[config.mk]
export PLATFORM = sky130hd
export DESIGN_NAME = serial_sync_sampling_control
export DESIGN_NICKNAME = d
export VERILOG_FILES = /design/src/verilog/record_store.v /design/src/verilog/serial_sync_sampling_control.v
export VERILOG_INCLUDE_DIRS = /design/src /design/src/verilog
export SDC_FILE = /design/constraint.sdc
export NUM_CORES = 2
export LEC_CHECK = 0
export BUFFER_PORTS_ARGS = -buffer_cell sky130_fd_sc_hd__buf_2
export CAP_MARGIN = 25
export CORE_ASPECT_RATIO = 2
export CORE_MARGIN = 1.5
export CORE_UTILIZATION = 55
export CTS_CLUSTER_SIZE = 10
export DETAILED_ROUTE_END_ITERATION = 8
export PLACE_DENSITY = 0.71
export SETUP_SLACK_MARGIN = 0.5
export SYNTH_ARGS = -nofsm -noshare
export SYNTH_HDL_FRONTEND = slang
export SYNTH_SLANG_ARGS = --single-unit
export TNS_END_PERCENT = 20
[constraint.sdc]
create_clock -name I_CLK -period 6.95 [get_ports I_CLK]
set_clock_uncertainty 0.1 [all_clocks]
set_input_delay 0.695 -clock I_CLK [delete_from_list [all_inputs] [get_ports I_CLK]]
set_output_delay 0.695 -clock I_CLK [all_outputs]
set_load 0.01 [all_outputs]
[src/verilog/sync_sampling_regs.vh]
// Purpose: Constants for the serial-line-synchronised sampling controller.
// Assumes: Clock of 10 MHz; commands arrive already decoded as codes.
// Notes:   Times are kept in their own unit beside the derived cycle counts.
`ifndef SYNC_SAMPLING_REGS_VH
`define SYNC_SAMPLING_REGS_VH
`define CLK_HZ              10000000
`define SCHEME_W            2
`define SCHEME_SERIAL_SYNC  2'h1
`define CMD_W               3
`define CMD_NONE            3'h0
`define CMD_START           3'h1
`define CMD_STOP            3'h2
`define CMD_SLEEP           3'h3
`define CMD_REPORT_CFG      3'h4
`define CMD_CONFIG          3'h5
`define IDLE_TIMEOUT_MIN    2
`define IDLE_TIMEOUT_CYC    (`IDLE_TIMEOUT_MIN * 60 * `CLK_HZ)
`define REC_ADDR_W          8
`define REC_DATA_W          16
`endif

[src/verilog/record_store.v]
// Purpose: Small memory that keeps the logged sample records.
// Assumes: One write port and one read port on the same clock.
// Notes:   Read data come out of a register one cycle after the address.
`timescale 1ns/1ps
module record_store
#(
    parameter AW = 8,
    parameter DW = 16
)
(
    input  wire          i_clk,
    input  wire          i_we,
    input  wire [AW-1:0] i_waddr,
    input  wire [DW-1:0] i_wdata,
    input  wire [AW-1:0] i_raddr,
    output reg  [DW-1:0] o_rdata
);
    reg [DW-1:0] mem [0:(1<<AW)-1];

    always @(posedge i_clk)
    begin
        if (i_we)
            mem[i_waddr] <= i_wdata;
        o_rdata <= mem[i_raddr];
    end
endmodule

[src/verilog/serial_sync_sampling_control.v]
// Purpose: Sequencer for serial-line-synchronised sampling: wake, sample, send, log, sleep.
// Assumes: Commands, sample completion and transmit completion come from other logic; rx pulse
//          and power-good are pins and are synchronised here.
// Notes:   The idle timeout is a parameter so that a simulation can shorten it.
`timescale 1ns/1ps
`include "sync_sampling_regs.vh"

// Overview of operation
// Armed and asleep, any received character wakes, samples, sends, sleeps.
// Acquisition scheme value 1 selects one sample per trigger.
// With logging enabled each synchronised sample is also written to memory.
// With timestamp enabled date and time are appended to each record; here o_tx_with_time flags sent records only, memory keeps data alone.
// Without self-launch, host wakes device then starts; device samples once, sleeps.
// With self-launch, power alone yields one sample, stored, then sleep.
// Host wakes then stops; device then ignores characters as triggers.
// Self-launch starts the sequence every power-up; host stops before configuring.
// Host should send enter-sleep before removing power after configuring.
// Two minutes without command or sample data forces quiescent sleep.
module serial_sync_sampling_control
#(
    parameter IDLE_CYC = `IDLE_TIMEOUT_CYC,
    parameter AW       = `REC_ADDR_W,
    parameter DW       = `REC_DATA_W
)
(
    input  wire                 I_CLK,
    input  wire                 I_RSTN,
    input  wire                 i_power_good,
    input  wire                 i_rx_char,
    input  wire [`CMD_W-1:0]    i_cmd,
    input  wire                 i_cmd_valid,
    input  wire [`SCHEME_W-1:0] i_acquisition_scheme,
    input  wire                 i_log_to_memory_flag,
    input  wire                 i_append_timestamp_flag,
    input  wire                 i_power_up_self_launch,
    input  wire                 i_sample_done,
    input  wire [DW-1:0]        i_sample_data,
    input  wire                 i_tx_done,
    input  wire [AW-1:0]        i_read_addr,
    output wire                 o_sample_start,
    output wire                 o_tx_start,
    output reg                  o_tx_with_time,
    output reg  [DW-1:0]        o_tx_data,
    output reg                  o_awake,
    output reg                  o_sync_armed,
    output reg  [AW-1:0]        o_log_count,
    output wire [DW-1:0]        o_read_data
);
    // Binary state codes; the log state is visited only for records marked for logging.
    localparam ST_SLEEP  = 3'h0;
    localparam ST_AWAKE  = 3'h1;
    localparam ST_SAMPLE = 3'h2;
    localparam ST_SEND   = 3'h3;
    localparam ST_LOG    = 3'h4;

    reg [2:0]  state;
    reg [2:0]  next_state;
    reg        rx_meta;
    reg        rx_sync;
    reg        rx_prev;
    reg        pg_meta;
    reg        pg_sync;
    reg        pg_prev;
    // Thirty-two bits hold the full two-minute timeout at this clock rate.
    reg [31:0] idle_cnt;
    reg        log_pending;

    // One qualified command decode, shared by the sequencer and the arming logic.
    function is_cmd;
        input              valid;
        input [`CMD_W-1:0] code;
        input [`CMD_W-1:0] want;
        begin
            is_cmd = valid && (code == want);
        end
    endfunction

    wire rx_edge   = rx_sync & ~rx_prev;
    wire power_up  = pg_sync & ~pg_prev;
    wire cmd_start = is_cmd(i_cmd_valid, i_cmd, `CMD_START);
    wire cmd_stop  = is_cmd(i_cmd_valid, i_cmd, `CMD_STOP);
    wire cmd_sleep = is_cmd(i_cmd_valid, i_cmd, `CMD_SLEEP);
    wire sync_mode = (i_acquisition_scheme == `SCHEME_SERIAL_SYNC);
    // The timer holds at the limit, so a long wait in the awake state cannot wrap it.
    wire timeout   = (idle_cnt >= IDLE_CYC - 1);
    wire launch    = (state != ST_SAMPLE) && (next_state == ST_SAMPLE);
    wire log_we    = (state == ST_LOG);

    // Both pins cross into the clock domain through two flip-flops; the third stage
    // only serves the rising-edge detect, so a pin held high after reset is taken
    // as one edge, which is what a power-up should look like.
    always @(posedge I_CLK or negedge I_RSTN)
    begin
        if (!I_RSTN)
        begin
            rx_meta <= 1'b0;
            rx_sync <= 1'b0;
            rx_prev <= 1'b0;
            pg_meta <= 1'b0;
            pg_sync <= 1'b0;
            pg_prev <= 1'b0;
        end
        else
        begin
            rx_meta <= i_rx_char;
            rx_sync <= rx_meta;
            rx_prev <= rx_sync;
            pg_meta <= i_power_good;
            pg_sync <= pg_meta;
            pg_prev <= pg_sync;
        end
    end

    // A power-up starts a sequence only when self-launch is set; that is also why the
    // host must stop the sequence before it can reconfigure.
    always @*
    begin
        next_state = state;
        case (state)
            ST_SLEEP:
            begin
                // Commands are not decoded here: a sleeping device wakes only on the line or a power-up.
                if (power_up && i_power_up_self_launch && sync_mode)
                    next_state = ST_SAMPLE;
                else if (rx_edge && o_sync_armed && sync_mode)
                    next_state = ST_SAMPLE;
                else if (rx_edge || power_up)
                    next_state = ST_AWAKE;
            end
            ST_AWAKE:
            begin
                // A start outside the serial-sync scheme is ignored; the device stays awake.
                if (cmd_start && sync_mode)
                    next_state = ST_SAMPLE;
                else if (cmd_sleep || timeout)
                    next_state = ST_SLEEP;
            end
            ST_SAMPLE:
            begin
                // The sensor decides how long a sample takes; nothing here times it out.
                if (i_sample_done)
                    next_state = ST_SEND;
            end
            ST_SEND:
            begin
                // One sample per trigger: after the record leaves, the device sleeps again.
                if (i_tx_done)
                    next_state = log_pending ? ST_LOG : ST_SLEEP;
            end
            ST_LOG:
            begin
                next_state = ST_SLEEP;
            end
            default:
            begin
                // An unused code falls back to sleep.
                next_state = ST_SLEEP;
            end
        endcase
    end

    always @(posedge I_CLK or negedge I_RSTN)
    begin
        if (!I_RSTN)
        begin
            state          <= ST_SLEEP;
            o_sync_armed   <= 1'b0;
            o_tx_data      <= {DW{1'b0}};
            o_tx_with_time <= 1'b0;
            o_log_count    <= {AW{1'b0}};
            log_pending    <= 1'b0;
            idle_cnt       <= 32'h0;
            o_awake        <= 1'b0;
        end
        else
        begin
            state   <= next_state;
            // Awake follows the next state so that it rises in the first cycle of a sequence.
            o_awake <= (next_state != ST_SLEEP);
            // Only the awake state times out; any valid command, even an ignored one,
            // restarts the timer.
            if (state != ST_AWAKE || i_cmd_valid)
                idle_cnt <= 32'h0;
            else if (!timeout)
                idle_cnt <= idle_cnt + 32'h1;
            // Arming happens when a sequence is launched, so that a stop which overtakes
            // a running sample is not undone when that sample ends. A stop in the same
            // cycle wins.
            if (cmd_stop)
                o_sync_armed <= 1'b0;
            else if (launch)
                o_sync_armed <= 1'b1;
            // Flags travel with the data, so a change during the send affects the next record.
            if (state == ST_SAMPLE && i_sample_done)
            begin
                o_tx_data      <= i_sample_data;
                o_tx_with_time <= i_append_timestamp_flag;
                log_pending    <= i_log_to_memory_flag;
            end
            // The count wraps after the last address; older records are then overwritten.
            if (log_we)
            begin
                o_log_count <= o_log_count + {{(AW-1){1'b0}}, 1'b1};
                log_pending <= 1'b0;
            end
        end
    end

    // Both strobes are combinational so the sensor and transmitter start in the decision cycle.
    assign o_sample_start = launch;
    assign o_tx_start     = (state == ST_SAMPLE) && i_sample_done;

    // The record is written one cycle after the send ends; the count is the address.
    record_store #(.AW(AW), .DW(DW)) store
    (
        .i_clk   (I_CLK),
        .i_we    (log_we),
        .i_waddr (o_log_count),
        .i_wdata (o_tx_data),
        .i_raddr (i_read_addr),
        .o_rdata (o_read_data)
    );
endmodule

==> impl_metrics.tcl <==
set metrics [dict create \
    grt_overflow 0 \
    critPathMaxFanout 90 \
    post-route-period-util_pct 66.2 \
    synth_top_area_share_pct 75.9 \
    worst_r2r_startpoint "store.mem[59][2]$_DFFE_PP_" \
    critical_path_class "in -> reg" \
    syn2layout_area_growth_pct 12.1 \
    grt_pass1_vias 85300 \
    slew_headroom_pct 13.8 \
    p_leak_uw 0.0581 \
    ys_warn_count 0 \
    clockRootBuffer "clkbuf_16" \
    fin_nets 8316 \
    synth.distinct_cells 68 \
    wl_per_cell_um 37.5 \
    seq_power_share_pct 54.2 \
    vias 83500 \
    ioPinCount 84 \
    synth-seq-area-share_pct 77.2 \
    worst_setup_path_start_kind "primary input" \
    cts_tree "built" \
    core_um2 293000 \
    synth_top_area_cell "edfxtp_1" \
    worstMarginPinSlew_ns 1.29 \
    timing.final.ws_setup_ns 2.35 \
    status "complete, no violations" \
    synth_area_leaders "edfxtp_1 76%, mux4_2 11%, mux2i_1 3.6%, dfrtp_1 1.1%, nor2_1 0.89%" \
    p_switching_uw 15200 \
    antenna_left 0 \
    drt_wl_total_um 462000 \
    ys.flop_type "edfxtp_1" \
    synth_top_family_by_area "multiplexers" \
    drt-vias-per-instance 6.79 \
    clockBufferDepth 4 \
    die_y_um 770 \
    cap_violations 0 \
    hold_viol_final 0 \
    htreeDepth 5 \
    synthAdderAreaFrac_pct 0.0386 \
    fp-row-count 281 \
    setup_viol_count_final 0 \
    port_buffers 83 \
    p_per_area_nw_per_um2 330 \
    crit_required_ns 7.65 \
    grt_pass1_wl_um 642000 \
    min_period_ns 4.60 \
    syn_area_um2 162000 \
    start_util_pct 55.3 \
    drtIter0Drc 10200 \
    crit_arrival_ns 5.30 \
    drc 0 \
    synth_fp_nets 7763 \
    die_width_um 387 \
    grt.total_usage_pct 30.8 \
    fmax_ghz 0.217 \
    min_to "state[0]$_DFF_PN0_" \
    timing.rr.end "store.o_rdata[2]$_DFF_P_" \
    drive_above_1_share_pct 23.1 \
    min_path_type "in -> reg" \
    clkLatencyLatePin_ns 0.99 \
    end_kind "register" \
    drtPass1Iterations 6 \
    cts_sinks 4181 \
    peakVddDrop_mv 1.11 \
    r2r_cells 6 \
    p_comb_share_pct 10.2 \
    setup_tns_ns 0 \
    ys_ff_latch 4181 \
    hold_start "i_cmd[0]" \
    async_reset_ff_share_pct 1.65 \
    min_path_cells 6 \
    grt_max_degree 189 \
    p_clk_share_pct 35.6 \
    synth_mux_area_share_pct 15.0 \
    clk_pin_slew_worst_paths_ns 0.06 \
    synth-compound-area-share_pct 3.13 \
    dpl.hpwl_um 286000 \
    switching_share_pct 25.3 \
    final_max_slew_viol_count 0 \
    place_congestion 0.943 \
    synthCells 7719 \
    synth.most_common_cell "edfxtp_1" \
    antenna_found_initial 21 \
    synth.avg_cell_area_um2 21.0 \
    dieArea_um2 298000 \
    p_int_uw 44800 \
    rsz0062_at_grt "no" \
    fillers 19500 \
    yosys.area_share.simple_pct 2.52 \
    cts_buffers 460 \
    synth_edf_count 4096 \
    ctsResizeCount 0 \
    synth_common_cells "4,096 x edfxtp_1, 801 x mux4_2, 583 x mux2i_1" \
    r2r_slack_ns 3.24 \
    synth-xor-area-share_pct 0.184 \
    pre_cts_slack_ns 1.51 \
]
-- power groups by stage --
stage / Combinational (uW) / Clock, uW / Sequential [uW]
floorplan: 1470 / 0 / 34700
global placement: 5630 / 0 / 33000
detailed placement: 5980 / 0 / 33000
CTS: 5990 / 21500 / 32500
global route: 6280 / 22400 / 32500
finish: 6090 / 21300 / 32500
-- state kept, by name (all words and copies together), names as in the netlist --
name            cells
pg_sync             1
o_tx_data          16
o_log_count         8
log_pending         1
idle_cnt           32
pg_meta             1
rx_meta             1
store.mem        4096
pg_prev             1
o_awake             1
store.o_rdata      16
state               3
o_tx_with_time      1
o_sync_armed        1
rx_prev             1
rx_sync             1
-- what timing repair did --
item / in CTS / in global routing
hold buffers: 24 / 0
endpoints found under the hold margin: 91 / 0
setup buffers: 0 / 0
-- layer usage --
metal | up-vias | share of wire, % | track usage (%)
li1 | 33300 | - | -
met2 | 4969 | 52 | 53.1
met1 | 43900 | 31 | 33.2
met4 | 10 | 9.9 | 26.2
met3 | 1298 | 7.5 | 4.95
met5 | - | 0.011 | 0
-- layout by cell type (no fill, tap or decap), drive strengths merged, types with 13 or more instances in the layout --
cell type | netlist | final
a2111oi | 15 | 15
buf | 272 | 538
a22o | 32 | 32
nor4 | 55 | 55
dfrtp | 69 | 69
nand4 | 25 | 25
o221ai | 142 | 142
diode | 0 | 33
o21ai | 47 | 47
mux4 | 806 | 806
a211oi | 40 | 40
mux2i | 583 | 583
nor3 | 189 | 189
edfxtp | 4096 | 4096
nor2b | 13 | 13
o2111ai | 13 | 13
xor2 | 23 | 23
nand3 | 56 | 56
nand2 | 92 | 92
mux2 | 31 | 31
a221oi | 39 | 39
a22oi | 35 | 35
o22ai | 200 | 200
a21oi | 117 | 117
dlygate4sd3 | 0 | 24
inv | 12 | 20
dfxtp | 16 | 16
clkbuf | 201 | 629
nor2 | 382 | 382
or3 | 14 | 14
-- cells by family (layout without fill, tap and decap cells) --
family | count (synthesis) | count (layout)
simple gates | 879 | 879
mux | 1420 | 1420
flops | 4181 | 4181
xor+xnor | 34 | 34
buf+inv | 485 | 1218
other cells | 0 | 33
fa+ha+maj | 5 | 5
compound gates | 715 | 715
-- how the worst max path moves through the flow --
stage / startpoint / end / slack [ns] / depth (start not counted)
floorplan: o_tx_data[0]$_DFFE_PN0P_ / store.mem[0][0]$_DFFE_PP_ / 2.79 / 0
global placement: i_read_addr[0] / store.o_rdata[2]$_DFF_P_ / 1.01 / 8
detailed placement: i_read_addr[0] / store.o_rdata[2]$_DFF_P_ / 1.51 / 9
CTS: i_read_addr[0] / store.o_rdata[2]$_DFF_P_ / 2.39 / 9
global route: i_read_addr[0] / store.o_rdata[2]$_DFF_P_ / 2.36 / 9
finish: i_read_addr[0] / store.o_rdata[2]$_DFF_P_ / 2.35 / 9
-- metrics by stage --
step | power (uW) | hold WS [ns] | utilization [%] | std cells | cell area (um2)
floorplan | 36100 | 0.231 | - | 7719 | 162000
global placement | 38600 | 0.237 | 57.4 | 11600 | 168000
detailed placement | 39000 | 0.240 | 57.5 | 11600 | 168000
CTS | 60000 | 0.183 | 61.9 | 12300 | 181000
global route | 61200 | 0.249 | 62.0 | 12300 | 181000
finish | 60000 | 0.221 | 62.0 | 12300 | 181000
-- cell type report --
type	instances	area (um2)	share of cell area [%]
flip-flops and latches	4181	125000	68.9
multi-input cells	3053	34200	18.8
clock buffers	627	12300	6.78
well taps	3820	4780	2.63
repair buffers	564	4740	2.61
clock inverters	15	248	0.136
diodes	33	82.6	0.0455
inverters	12	57.6	0.0317
-- worst max-delay path: stages --
cell and delay (ns):
buf_12 0.54, buf_12 0.39, buf_12 0.52, mux4_2 0.41, nor3_1 0.06, o21ai_0 0.76, nand3_1 0.73, or3_1 0.61
nor4_1 0.32
No activity file was read; power rests on OpenSTA's default activity.
